===== config.mk =====
export PLATFORM = sky130hd
export DESIGN_NAME = mba_monitor
export DESIGN_NICKNAME = d
export VERILOG_FILES = /design/src/rtl/mba_pkg.sv /design/src/rtl/mba_ovc_cmp.sv /design/src/rtl/mba_monitor.sv
export SDC_FILE = /design/constraint.sdc
export NUM_CORES = 1
export LEC_CHECK = 0
export BUFFER_PORTS_ARGS = -buffer_cell sky130_fd_sc_hd__buf_2
export CORE_AREA = 2 2 79 81
export CTS_CLUSTER_SIZE = 14
export DETAILED_ROUTE_END_ITERATION = 12
export DIE_AREA = 0 0 81 83
export GPL_ROUTABILITY_DRIVEN = 1
export GPL_TIMING_DRIVEN = 0
export SETUP_SLACK_MARGIN = 0.4
export SYNTH_ARGS = -nofsm -noshare
export SYNTH_HDL_FRONTEND = slang
export SYNTH_SLANG_ARGS = --single-unit

===== constraint.sdc =====
create_clock -name clk -period 1.2 [get_ports clk]
set_input_delay 0.12 -clock clk [delete_from_list [all_inputs] [get_ports clk]]
set_output_delay 0.12 -clock clk [all_outputs]
set_load 0.05 [all_outputs]

===== src/rtl/mba_pkg.sv =====
// Package of register codes, field positions and shared types for the monitor block.
package mba_pkg;
   // Command codes of the two-wire interface register space.
   localparam logic [7:0] MBA_CMD_LIMIT   = 8'h11;
   localparam logic [7:0] MBA_CMD_USER    = 8'h18;
   localparam logic [7:0] MBA_CMD_FAULT   = 8'h0F;
   // Register and field widths.
   localparam int         MBA_DW          = 16;
   localparam int         MBA_LIMIT_W     = 7;
   localparam int         MBA_SRC_W       = 3;
   localparam int         MBA_RES_W       = 10;
   // Field positions in the readback word.
   localparam int         MBA_RB_SRC_LSB  = 12;
   localparam int         MBA_RB_VAL_BIT  = 10;
   localparam int         MBA_FLT_OC_BIT  = 0;
   // Limit is in 1/128 of full scale, the result in 1/1024: scale by 8.
   localparam int         MBA_LIMIT_SHIFT = 3;
   // Reset values.
   localparam logic [MBA_LIMIT_W-1:0] MBA_LIMIT_RST = 7'h00;
   localparam logic [MBA_SRC_W-1:0]   MBA_SRC_RST   = 3'h0;
   localparam logic [MBA_RES_W-1:0]   MBA_RES_RST   = 10'h000;
   localparam logic [MBA_DW-1:0]      MBA_ZERO_W    = 16'h0000;

   // Conversion sources of the user converter cycle.
   typedef enum logic [MBA_SRC_W-1:0] {
      MBA_SRC_ISRC  = 3'h0,
      MBA_SRC_IMOD  = 3'h1,
      MBA_SRC_VLD   = 3'h2,
      MBA_SRC_IMON  = 3'h3,
      MBA_SRC_TEMP  = 3'h4,
      MBA_SRC_VTERM = 3'h5,
      MBA_SRC_RSV6  = 3'h6,
      MBA_SRC_RSV7  = 3'h7
   } mba_src_e;

   // One finished user conversion as delivered by the converter.
   typedef struct packed {
      logic                 done;
      logic [MBA_SRC_W-1:0] src;
      logic [MBA_RES_W-1:0] data;
   } mba_conv_s;

   // Register access strobes from the serial interface engine.
   typedef struct packed {
      logic              wr;
      logic              rd;
      logic [7:0]        cmd;
      logic [MBA_DW-1:0] wdata;
   } mba_req_s;
endpackage : mba_pkg


===== src/rtl/mba_ovc_cmp.sv =====
// Overcurrent comparator of measured bias current against the programmed limit.
`timescale 1ns/100ps
`default_nettype none
module mba_ovc_cmp #(
   parameter int LIMIT_W = 7,
   parameter int RES_W   = 10
) (
   input  wire logic               clk,       // Controller clock.
   input  wire logic               rst_n,     // Synchronous reset, active low.
   input  wire logic [LIMIT_W-1:0] limit,     // Programmed bias limit.
   input  wire logic [RES_W-1:0]   bias_code, // Measured bias current code.
   input  wire logic               enable,    // Overcurrent detection enable.
   output logic                    over_r     // Bias above limit while enabled.
);
   import mba_pkg::*;

   logic [RES_W-1:0] thresh;

   ////////////////////////////////////////////////////////////////////////////
   // threshold scaling. Limit/128 and code/1024 share one full scale.
   assign thresh = RES_W'({limit, {MBA_LIMIT_SHIFT{1'b0}}});

   // gated comparison. Registered so the flag is glitch free.
   always_ff @(posedge clk) begin
      if (!rst_n) begin
         over_r <= 1'b0;
      end else begin
         over_r <= enable && (bias_code > thresh);
      end
   end

   a_over_cause: assert property (@(posedge clk) disable iff (!rst_n)
      ##1 over_r == $past(enable && (int'(bias_code) * 128 > int'(limit) * 1024)))
      else $error("overcurrent level does not follow its cause");
   a_scale_check: assert property (@(posedge clk) disable iff (!rst_n)
      (enable && bias_code == {limit, 3'b000}) |=> !over_r)
      else $error("overcurrent raised at exactly the threshold");
endmodule : mba_ovc_cmp
`default_nettype wire


===== src/rtl/mba_monitor.sv =====
// Bias limit, user converter source selection and readback registers.
`timescale 1ns/100ps
`default_nettype none
// Contract
// - Bias limit is a 7-bit unsigned field in bits 6:0, resets to zero.
// - Overcurrent fault raised when bias exceeds limit, only while detection enabled.
// - Threshold is limit/128 of the source current full scale.
// - Writing the user register stores a 3-bit source selection, reset zero.
// - Codes 0 to 5 name six sources; codes 6 and 7 are reserved.
// - Readback bits 14:12 give the source of the latest conversion.
// - Readback bits 9:0 give the latest 10-bit conversion result.
// - Fresh flag bit 10 sets on completion, clears on select write or read.
// - Overcurrent fault latches in fault bit 0, cleared by reading it.
module mba_monitor (
   input  wire logic                            clk,          // Controller clock, 40 MHz.
   input  wire logic                            rst_n,        // Synchronous reset, active low.
   input  wire mba_pkg::mba_req_s               req,          // Register access strobes.
   output logic         [mba_pkg::MBA_DW-1:0]   rdata_r,      // Read data, valid after rd.
   output logic                                 rvalid_r,     // Read data strobe.
   input  wire mba_pkg::mba_conv_s              conv,         // Finished user conversion.
   output logic         [mba_pkg::MBA_SRC_W-1:0] src_sel_r,   // Source for next user cycle.
   output logic                                 src_ok_r,     // Selection is a valid source.
   input  wire logic    [mba_pkg::MBA_RES_W-1:0] bias_code,   // Measured bias current code.
   input  wire logic                            over_cur_en,  // Overcurrent detection enable.
   output logic                                 oc_fault_r    // Latched overcurrent fault.
);
   import mba_pkg::*;

   logic [MBA_LIMIT_W-1:0] bias_current_threshold_r;
   logic [MBA_SRC_W-1:0]   last_src_r;
   logic [MBA_RES_W-1:0]   last_res_r;
   logic                   fresh_r;
   logic                   over_lvl;
   logic                   wr_limit;
   logic                   wr_user;
   logic                   rd_user;
   logic                   rd_fault;

   // Decode a command code against a strobe.
   function automatic logic hit(input logic stb, input logic [7:0] cmd,
                                input logic [7:0] code);
      hit = stb && (cmd == code);
   endfunction : hit

   // six named sources
   // Reserved source codes never reach the converter as a valid choice.
   function automatic logic src_valid(input logic [MBA_SRC_W-1:0] code);
      src_valid = (code != MBA_SRC_RSV6) && (code != MBA_SRC_RSV7);
   endfunction : src_valid

   // Read decode of the limit register.
   function automatic logic rd_limit_hit();
      rd_limit_hit = hit(req.rd, req.cmd, MBA_CMD_LIMIT);
   endfunction : rd_limit_hit

   assign wr_limit = hit(req.wr, req.cmd, MBA_CMD_LIMIT);
   assign wr_user  = hit(req.wr, req.cmd, MBA_CMD_USER);
   assign rd_user  = hit(req.rd, req.cmd, MBA_CMD_USER);
   assign rd_fault = hit(req.rd, req.cmd, MBA_CMD_FAULT);

   ////////////////////////////////////////////////////////////////////////////
   // limit register. Upper write bits are dropped, never stored.
   always_ff @(posedge clk) begin
      if (!rst_n) begin
         bias_current_threshold_r <= MBA_LIMIT_RST;
      end else if (wr_limit) begin
         bias_current_threshold_r <= req.wdata[MBA_LIMIT_W-1:0];
      end
   end

   // source selection. The converter samples it at its next user cycle.
   always_ff @(posedge clk) begin
      if (!rst_n) begin
         src_sel_r <= MBA_SRC_RST;
         src_ok_r  <= 1'b1;
      end else if (wr_user) begin
         src_sel_r <= req.wdata[MBA_SRC_W-1:0];
         src_ok_r  <= src_valid(req.wdata[MBA_SRC_W-1:0]);
      end
   end

   // capture source and result of each finished user conversion.
   always_ff @(posedge clk) begin
      if (!rst_n) begin
         last_src_r <= MBA_SRC_RST;
         last_res_r <= MBA_RES_RST;
      end else if (conv.done) begin
         last_src_r <= conv.src;
         last_res_r <= conv.data;
      end
   end

   // fresh flag. A completion in the clearing cycle wins, so no result is lost.
   always_ff @(posedge clk) begin
      if (!rst_n) begin
         fresh_r <= 1'b0;
      end else if (conv.done) begin
         fresh_r <= 1'b1;
      end else if (wr_user || rd_user) begin
         fresh_r <= 1'b0;
      end
   end

   ////////////////////////////////////////////////////////////////////////////
   // comparison lives in the comparator; its registered level feeds only the sticky fault.
   mba_ovc_cmp #(
      .LIMIT_W (MBA_LIMIT_W),
      .RES_W   (MBA_RES_W)
   ) u_cmp (
      .clk       (clk),
      .rst_n     (rst_n),
      .limit     (bias_current_threshold_r),
      .bias_code (bias_code),
      .enable    (over_cur_en),
      .over_r    (over_lvl)
   );

   // sticky fault. An event in the read cycle keeps the bit set.
   always_ff @(posedge clk) begin
      if (!rst_n) begin
         oc_fault_r <= 1'b0;
      end else if (over_lvl) begin
         oc_fault_r <= 1'b1;
      end else if (rd_fault) begin
         oc_fault_r <= 1'b0;
      end
   end

   ////////////////////////////////////////////////////////////////////////////
   // read mux. Reserved bits and unknown codes return zero.
   // The word is registered so it stands stable for the host; the cost is
   // one cycle of read latency, which the serial engine absorbs easily.
   always_ff @(posedge clk) begin
      if (!rst_n) begin
         rdata_r  <= MBA_ZERO_W;
         rvalid_r <= 1'b0;
      end else begin
         rvalid_r <= req.rd;
         rdata_r  <= MBA_ZERO_W;
         if (rd_limit_hit()) begin
            rdata_r[MBA_LIMIT_W-1:0] <= bias_current_threshold_r;
         end else if (rd_user) begin
            rdata_r[MBA_RB_SRC_LSB +: MBA_SRC_W] <= last_src_r;
            rdata_r[MBA_RB_VAL_BIT]              <= fresh_r;
            rdata_r[MBA_RES_W-1:0]               <= last_res_r;
         end else if (rd_fault) begin
            rdata_r[MBA_FLT_OC_BIT]              <= oc_fault_r;
         end
      end
   end

   ////////////////////////////////////////////////////////////////////////////
   // Checks beside the logic.
   a_limit_reset: assert property (@(posedge clk)
      !rst_n |=> bias_current_threshold_r == 7'h00)
      else $error("limit not zero after reset");
   a_limit_write: assert property (@(posedge clk) disable iff (!rst_n)
      wr_limit |=> bias_current_threshold_r == $past(req.wdata[6:0]))
      else $error("limit write not stored");
   a_src_store: assert property (@(posedge clk) disable iff (!rst_n)
      wr_user |=> src_sel_r == $past(req.wdata[2:0]))
      else $error("source selection not stored");
   a_rsv_code: assert property (@(posedge clk) disable iff (!rst_n)
      src_sel_r[2:1] == 2'b11 |-> !src_ok_r)
      else $error("reserved code marked valid");
   a_rsv_gate: assert property (@(posedge clk) disable iff (!rst_n)
      (wr_user && req.wdata[2:1] == 2'b11) |=> !src_ok_r)
      else $error("reserved source accepted");
   a_rb_source: assert property (@(posedge clk) disable iff (!rst_n)
      (conv.done ##1 rd_user) |=> rdata_r[14:12] == $past(conv.src, 2))
      else $error("readback source wrong");
   a_rb_result: assert property (@(posedge clk) disable iff (!rst_n)
      (conv.done ##1 rd_user) |=> rdata_r[9:0] == $past(conv.data, 2))
      else $error("readback result wrong");
   a_fresh_flag: assert property (@(posedge clk) disable iff (!rst_n)
      ((wr_user || rd_user) && !conv.done) |=> !fresh_r)
      else $error("fresh flag not cleared");
   a_fresh_set: assert property (@(posedge clk) disable iff (!rst_n)
      conv.done |=> fresh_r ##1 (fresh_r || $past(wr_user || rd_user)))
      else $error("fresh flag lost after completion");
   a_fault_latch: assert property (@(posedge clk) disable iff (!rst_n)
      over_lvl |=> oc_fault_r)
      else $error("fault not latched");
   a_fault_hold: assert property (@(posedge clk) disable iff (!rst_n)
      (oc_fault_r && !rd_fault) |=> oc_fault_r)
      else $error("fault dropped without read");
   a_rsv_zero: assert property (@(posedge clk) disable iff (!rst_n)
      rvalid_r |-> (rdata_r[15] == 1'b0 && rdata_r[11] == 1'b0))
      else $error("reserved read bit not zero");
   a_src_ok_set: assert property (@(posedge clk) disable iff (!rst_n)
      (wr_user && req.wdata[2:1] != 2'b11) |=> src_ok_r)
      else $error("valid source marked reserved");
   a_limit_read: assert property (@(posedge clk) disable iff (!rst_n)
      (req.rd && req.cmd == MBA_CMD_LIMIT) |=> rdata_r == {9'h000, $past(bias_current_threshold_r)})
      else $error("limit readback wrong");
   a_fresh_read: assert property (@(posedge clk) disable iff (!rst_n)
      rd_user |=> rdata_r[10] == $past(fresh_r))
      else $error("readback fresh bit wrong");
   a_fault_clear: assert property (@(posedge clk) disable iff (!rst_n)
      (rd_fault && !over_lvl) |=> !oc_fault_r)
      else $error("fault not cleared by read");
   a_fault_read: assert property (@(posedge clk) disable iff (!rst_n)
      rd_fault |=> rdata_r == {15'h0000, $past(oc_fault_r)})
      else $error("fault readback wrong");
   a_rdata_idle: assert property (@(posedge clk) disable iff (!rst_n)
      !rvalid_r |-> rdata_r == 16'h0000)
      else $error("read data not zero while idle");
   a_read_strobe: assert property (@(posedge clk) disable iff (!rst_n)
      req.rd |=> rvalid_r)
      else $error("read strobe not answered");

   // Cover points of the main scenarios.
   c_fault_read: cover property (@(posedge clk) disable iff (!rst_n)
      oc_fault_r ##1 rd_fault ##1 !oc_fault_r);
   c_conv_read: cover property (@(posedge clk) disable iff (!rst_n)
      conv.done ##[1:4] rd_user);
   c_rsv_write: cover property (@(posedge clk) disable iff (!rst_n)
      wr_user && req.wdata[2:0] == 3'h7);
   c_done_clear: cover property (@(posedge clk) disable iff (!rst_n)
      conv.done && rd_user);
   c_limit_edge: cover property (@(posedge clk) disable iff (!rst_n)
      over_cur_en && bias_code == {bias_current_threshold_r, 3'b000});
endmodule : mba_monitor
`default_nettype wire


# Word level (Yosys, flattened, before mapping)
# Cells that the tools add are included.
op_classes:
  n_reduce_logical: 11
  n_eq_ne: 5
  n_lt_le_gt_ge: 1
  n_bitwise: 2
  n_mux: 8
op_table:
  columns: ["operator", "n"]
  rows:
  - ["$eq A8 B5 Y1 const B", 2]
  - ["$gt A10 B10 Y1", 1]
  - ["$mux W10", 1]
  - ["$eq A8 B4 Y1 const B", 1]
  - ["$logic_and A1 B1 Y1", 7]
  - ["$mux W7", 1]
  - ["$mux W1", 6]
  - ["$ne A3 B3 Y1 const B", 2]
  - ["$reduce_bool A2 Y1", 2]
  - ["$reduce_or A3 Y1", 1]
  - ["$not A1 Y1", 2]
  - ["$logic_or A1 B1 Y1", 1]
word_totals:
  wordCells: 39
  reg_bits: 44
  inputBits: 53

# Logic depth before layout (Yosys ltp)
# Gate-level depths: netlist (run 1).
depth:
  word_depth: 5
  depth_mapped: 6

# Cells and area by module
# A second synthesis (run 1) with hierarchy kept.
hier_totals:
  hier_cells: 181
  hier_area_um2: 1789.2
modules_own_cells:
  columns: ["module", "instances", "cells_per_inst", "area_each_um2", "seq_area_each_um2"]
  rows:
  - ["mba_monitor", 1, 154, 1576.5, 820.8]
  - ["mba_ovc_cmp", 1, 27, 212.7, 20.0]

# Least setup slack after synthesis (run 1)
# OpenSTA, ideal clock, no wires.
synth_timing:
  kind: "register -> register"
  startpoint: "register bias_current_threshold_r[2]"
  endpoint: "register u_cmp.over_r"
  stages_incl_launch_ff: 7
  period_less_slack_ps: 1254
  setup_time_ps: 122
  path_slack_ps: -54
  n_path_buf: 0
  t_arrival_ps: 1132
  path_cell_list: "dfxtp_1 > inv_1 > ha_1 > nor4b_1 > nand3_1 > o211ai_1 > a21oi_1"
synth_between:
  elab_chain_cells: 2
synth_rtl:
  columns: ["item", "line", "text"]
  rows:
  - ["from (decl)", "mba_monitor.sv:29", "logic [MBA_LIMIT_W-1:0] bias_current_threshold_r;"]
  - ["from (signal assigned)", "mba_monitor.sv:67", "bias_current_threshold_r <= req.wdata[MBA_LIMIT_W-1:0];"]
  - ["$gt A10 B10 Y1", "mba_ovc_cmp.sv:28", "over_r <= enable && (bias_code > thresh);"]
  - ["$logic_and A1 B1 Y1", "mba_ovc_cmp.sv:28", null]
  - ["to (signal assigned)", "mba_ovc_cmp.sv:28", null]
  - ["to (decl)", "mba_ovc_cmp.sv:13", "output logic over_r"]
# Every way passes these cells.
# A chain may end at the register's enable or synchronous reset.

# Final worst setup path (run 1)
# Ends and elaborated chain as after synthesis.

==> results of run 1 <==
==> state kept, by name (all words and copies together), names as in the netlist <==
register and cells:
fresh_r 1, src_ok_r 1, last_src_r 3, rvalid_r 1
oc_fault_r 1, u_cmp.over_r 1, last_res_r 10, rdata_r 14
bias_current_threshold_r 7, src_sel_r 3
==> worst max-delay path: cells and delay by family (launching register included) <==
family / cells / cell delay [ns]
simple gates: 2 / 0.26
flops: 1 / 0.34
buf+inv: 1 / 0.04
fa+ha+maj: 1 / 0.25
compound gates: 2 / 0.22
==> worst paths after layout <==
path,from,to,depth (start not counted)
setup reg to reg,bias_current_threshold_r[2]$_SDFFE_PN0P_,u_cmp.over_r$_SDFF_PN0_,6
hold / removal,req[5],bias_current_threshold_r[5]$_SDFFE_PN0P_,3
setup / recovery,bias_current_threshold_r[2]$_SDFFE_PN0P_,u_cmp.over_r$_SDFF_PN0_,6
hold reg to reg,fresh_r$_SDFFE_PN0P_,rdata_r[10]$_SDFF_PP0_,1
==> kinds of logic (layout without fill, tap and decap cells) <==
group	Yosys count	count (layout)	synth area share, %
AO/OA/AOI/OAI	28	28	10.5
adder cells (fa/ha/maj)	7	7	5.08
buffers and inverters	18	102	4.94
flip-flops	42	42	48.8
multiplexers	14	14	8.13
other	1	2	0.218
AND/OR/NAND/NOR	61	61	22.3
==> per-stage QoR <==
step	worst slack [ns]	cell area [µm²]
global route	-0.163	2870
global placement	-0.251	2190
finish	-0.0409	2870
CTS	-0.0431	2770
detailed placement	-0.242	2190
floorplan	0.00103	1790
==> synth_stat cells, types with 3 or more instances <==
cell,number
o21ai_1,7
inv_1,8
ha_1,7
nor2b_1,16
nand2_1,11
clkbuf_1,4
nand3_1,13
and2_1,8
a22o_1,6
a21oi_1,5
o21ai_0,3
dfxtp_1,42
mux2i_1,14
==> where the power goes <==
part / internal [mW] / total [mW] / switching, mW
logic: 0.180 / 0.351 / 0.171
clock network: 0.622 / 1.07 / 0.449
registers: 1.43 / 1.45 / 0.0183
==> metal layers <==
layer / part of all wire [%] / vias to the layer above
met5: 0 / -
met2: 50 / 48
li1: - / 759
met4: 1.9 / 0
met3: 6.2 / 9
met1: 42 / 678
==> final cells by class <==
| class | count | area (µm²) |
|---|---|---|
| plain buffers | 10 | 71.3 |
| clock inverters | 1 | 30.0 |
| well taps | 75 | 93.8 |
| inverters | 8 | 30.0 |
| clock buffers | 7 | 76.3 |
| flip-flops and latches | 42 | 873 |
| fillers | 545 | 2940 |
| multi-input cells | 112 | 992 |
| repair buffers | 76 | 706 |
==> what timing repair did <==
item | in CTS | in global routing
setup endpoints to repair | 47 | 47
resized for setup | 117 | 17
pin swaps | 23 | 5
buffers inserted | 9 | 4
gates cloned | 2 | 0
==> metrics.yaml, run 1 <==
status: "finished with violations"
violations: "setup timing"
synth.avg_cell_area_um2: 10.1
wirelength_mm: 4.49
hold_viol_final: 0
grt_remaining_overflow: 0
synthCells: 171
area_delta_synth_final_pct: 66.7
ant_nets: 0
layout.nets: 315
grt_max_degree: 13
root_buffer: "clkbuf_8"
ys_top_cells_by_area: "dfxtp_1 (49%), mux2i_1 (8.1%), nor2b_1 (5.8%), ha_1 (5.1%), nand3_1 (3.8%)"
syn_area_um2: 1720
ys.warnings.count: 0
clock_latency_ns: 0.29
cts_tree: "yes"
ir_worst_vdd_mv: 0.458
grt_pass1_vias: 1510
async_flop_share_pct: 0
cts_hold_buf: 0
grt_most_used_layer: "met2"
ys_ff_latch: 42
period_needed_ns: 1.24
clkTransAtPathRegs_ns: 0.08
dieArea_um2: 6720
final_util_pct: 49.4
drtPass1Iterations: 4
mostFrequentLayoutCells: "buf_2 (35), dfxtp_2 (26), buf_8 (24)"
drt_iter0_drc: 38
io_buffers: 61
synth_top_area_cell: "dfxtp_1"
pin_count: 75
synth_top_area_share_pct: 48.8
start_util_pct: 29.6
synth_flop_cell: "dfxtp_1"
crit_path_max_fanout: 2
insertedDiodeCount: 0
htree_num_levels: 2
start_kind: "flop"
power_density_nw_per_um2: 998
final_common_cell: "buf_2"
track_usage_pct: 13.5
setup_tns_ns: -0.0409
r2r_slack_ns: -0.04
met1_usage_pct: 15.8
grt_pass1_wl_mm: 7.02
instances_no_fill: 331
tightest_slew_ns: 0.547
hpwlAfterDp_mm: 3.14
synth_edf_count: 0
cts.sinks: 42
hold_class: "in -> reg"
max_freq_ghz: 0.806
chipHeight_um: 83
slew_viol_final: 0
p_leak_nw: 1.20
clock_path_buffers: 2
cp.arrival_ns: 1.41
core_um2: 5820
rows: 28
path_cells: "inv_2, ha_4, nor4b_4, nand3_1, o211ai_1, a21oi_1"
holdWs_ns: 0.0691
wl_per_cell_um: 13.6
setup_viol: 1
cp.required_ns: 1.37
place_congestion: 0.752
path_class: "reg -> reg"
maxSlewHeadroom_pct: 63.5
dpl.cell_count: 308
critical-path-max-stage-delay_ns: 0.34
grt_use_met2_pct: 23.1
global_route.usage.met3_pct: 3.59
ys_seq_area_share_pct: 48.8
finalWorstSetupSlack_ns: -0.0409
skew_ns: 0.00466
cap_violations: 0
fin_total_pwr_mw: 2.87
ys_types: 35
drive_above_1_share_pct: 57.8
antenna_found_initial: 0
numCtsBuffers: 5
via_per_inst: 4.51
crit_path_end_kind: "flop"
min_period_over_period_pct: 103
slowest_stage: "dfxtp_2"
vias: 1494
drc: 0
rsz0062_at_grt: "yes"
die_w_um: 81
Power figures use the tool's default switching activity.
==> run 2, diff against run 1 <==
PLACE_DENSITY = 0.55   (was not set)
RECOVER_POWER = 50   (was not set)
==> run 2 against run 1 <==
- the run still ends with setup timing left
- die area did not move
- via count fell by 1.5%
- sequential cell count did not move
- sequential share of layout area rose by 1.3 points
- global-route usage rose by 0.54 points
- worst setup slack got worse by 0.039 ns
==> metrics.yaml, run 2 (synthesized netlist as in run 1, its figures left out) <==
worstRegToRegCells: 5  # -1
instances_no_fill: 329  # -0.60%
drive_above_1_share_pct: 58.7  # +0.85 points
switchingPower_uw: 633  # -0.82%
setup_viol: 1  # unchanged
antenna_found_initial: 0  # unchanged
drtPass1Iterations: 4  # unchanged
period_needed_ns: 1.28  # +0.0388 ns
htree_num_levels: 2  # unchanged
maxSlewHeadroom_pct: 61.4  # -2.2 points
setup_tns_ns: -0.0797  # -0.0388 ns
root_buffer: "clkbuf_8"
power_frac_seq_pct: 54.0  # +3.6 points
grt_pass1_wl_mm: 7.27  # +3.6%
final_common_cell: "buf_2"
skew_ns: 0.00607  # +0.00141 ns
cp.arrival_ns: 1.50  # +0.09 ns
core_um2: 5820  # unchanged
cp.required_ns: 1.42  # +0.05 ns
slowest_stage: "dfxtp_2"
power.share.switching_pct: 23.7  # +1.4 points
r2r-start: "bias_current_threshold_r[6]$_SDFFE_PN0P_"
path_class: "reg -> reg"
grt_pass1_vias: 1484  # -1.7%
cts_hold_buf: 0  # unchanged
layout.nets: 315  # unchanged
r2r-end: "u_cmp.over_r$_SDFF_PN0_"
clock_path_buffers: 2  # unchanged
power_density_nw_per_um2: 972  # -2.7%
rsz0062_at_grt: "yes"
violations: "setup timing"
final_util_pct: 47.3  # -2.1 points
clock_latency_ns: 0.29  # about the same
cts_tree: "yes"
top_register: "rdata_r"
numCtsBuffers: 5  # unchanged
crit_path_end_kind: "flop"
cap_violations: 0  # unchanged
track_usage_pct: 14.0  # +0.54 points
tightest_slew_ns: 0.579  # +0.0324 ns
min_period_over_period_pct: 107  # +3.2 points
hold_viol_final: 0  # unchanged
largest_register_ff_count: 14  # unchanged
dp_slack_ns: -0.217  # +0.0254 ns
dieArea_um2: 6720  # unchanged
p_leak_nw: 1.16  # -3.3%
reg_top3: "rdata_r x14, last_res_r x10, bias_current_threshold_r x7"
place_congestion: 0.742  # -1.3%
combinationalPowerShare_pct: 12.8  # +0.6 points
clkTransAtPathRegs_ns: 0.08  # about the same
dpl.cell_count: 308  # unchanged
grt_remaining_overflow: 0  # unchanged
hold-path-endpoint: "bias_current_threshold_r[4]$_SDFFE_PN0P_"
min_from: "req[4]"
critical-path-max-stage-delay_ns: 0.37  # +0.03 ns
path_cells: "inv_1, ha_4, nand4_1, o21bai_1, a21oi_1"
io_buffers: 61  # unchanged
insertedDiodeCount: 0  # unchanged
area_delta_synth_final_pct: 59.8
mostFrequentLayoutCells: "buf_2 (36), dfxtp_2 (25), dfxtp_1 (17)"
crit_path_max_fanout: 3  # +1
pin_count: 75  # unchanged
max_freq_ghz: 0.781  # -3.0%
vias: 1472  # -1.5%
ant_nets: 0  # unchanged
slew_viol_final: 0  # unchanged
wirelength_mm: 4.53  # +0.85%
cts.sinks: 42  # unchanged
finalWorstSetupSlack_ns: -0.0797  # -0.0388 ns
start_kind: "flop"
pwr-share-clk_pct: 33.2  # -4.1 points
hold_class: "in -> reg"
start_util_pct: 29.6  # unchanged
ir_worst_vdd_mv: 0.483  # +5.5%
via_per_inst: 4.47  # -0.87%
min_delay_path_depth: 3  # unchanged
drt_iter0_drc: 21  # -45%
num-fill-cells: 590  # +8.3%
power.internal_mw: 2.04  # -8.4%
die_w_um: 81  # unchanged
drc: 0  # unchanged
hpwlAfterDp_mm: 2.99  # -4.8%
r2r_slack_ns: -0.08  # -0.04 ns
wl_per_cell_um: 13.8  # +1.5%
grt_max_degree: 12  # -1
rows: 28  # unchanged
status: "finished with violations"
chipHeight_um: 83  # unchanged
run 2: cell types whose count changed in the layout (fill, tap and decap cells not counted), sizes merged:
cell	delta
buf	-12
bufinv	-1
clkbuf	+11
run 2: cell type report:
cell class | count | area [µm²] | area share [%]
sequential | 42 | 872 | 31.7
clock buffer | 6 | 82.6 | 3.00
buffer | 10 | 70.1 | 2.55
timing repair buffer | 76 | 597 | 21.7
tap | 75 | 93.8 | 3.41
inverter | 8 | 30.0 | 1.09
multi-input combinational | 112 | 1010 | 36.6
run 2: routing by layer:
metal | global-route usage [%] | wire [µm]
met5 | 0 | 0
met4 | 4.62 | 61
met1 | 17.7 | 2040
met3 | 3.04 | 266
met2 | 23.4 | 2160
run 2: how the worst max path moves through the flow:
stage               depth (start not counted)                 endpoint                                startpoint  slack (ns)
floorplan                                   6  u_cmp.over_r$_SDFF_PN0_  bias_current_threshold_r[2]$_SDFFE_PN0P_       0.001
global placement                            6    rdata_r[3]$_SDFF_PN0_                                   req[22]       -0.21
detailed placement                          6    rdata_r[3]$_SDFF_PN0_                                   req[22]       -0.22
CTS                                         6  u_cmp.over_r$_SDFF_PN0_  bias_current_threshold_r[1]$_SDFFE_PN0P_       -0.06
global route                                5  u_cmp.over_r$_SDFF_PN0_  bias_current_threshold_r[6]$_SDFFE_PN0P_       -0.15
finish                                      5  u_cmp.over_r$_SDFF_PN0_  bias_current_threshold_r[6]$_SDFFE_PN0P_       -0.08
run 2: through the flow:
stage | cell area (µm²) | power (mW) | hold slack [ns]
floorplan | 1790 | 1.63 | 0.242
global placement | 2190 | 1.75 | 0.364
detailed placement | 2190 | 1.76 | 0.366
CTS | 2780 | 2.69 | 0.0450
global route | 2750 | 2.81 | 0.0610
finish | 2750 | 2.68 | 0.0570
run 2: critical path, delay by kind of cell, from the launching register on:
family                   cells  cell delay (ns)
AO/OA/AOI/OAI                2             0.35
adder cells (fa/ha/maj)      1             0.28
buffers and inverters        1             0.08
flip-flops                   1             0.37
AND/OR/NAND/NOR              1             0.13
run 2: power groups by stage:
stage / Combinational (mW) / Sequential (mW) / Clock (mW)
floorplan: 0.146 / 1.49 / 0
global placement: 0.279 / 1.47 / 0
global route: 0.376 / 1.45 / 0.989
CTS: 0.335 / 1.44 / 0.915
finish: 0.343 / 1.44 / 0.887
detailed placement: 0.282 / 1.48 / 0
run 2: repair_timing:
item                                    in CTS  in global routing
pin swaps                                   22                  6
gates cloned                                 2                  0
endpoints found under the setup margin      47                 54
hold endpoints to repair                     0                  0
buffers inserted                             9                  4
resized for setup                          124                 14
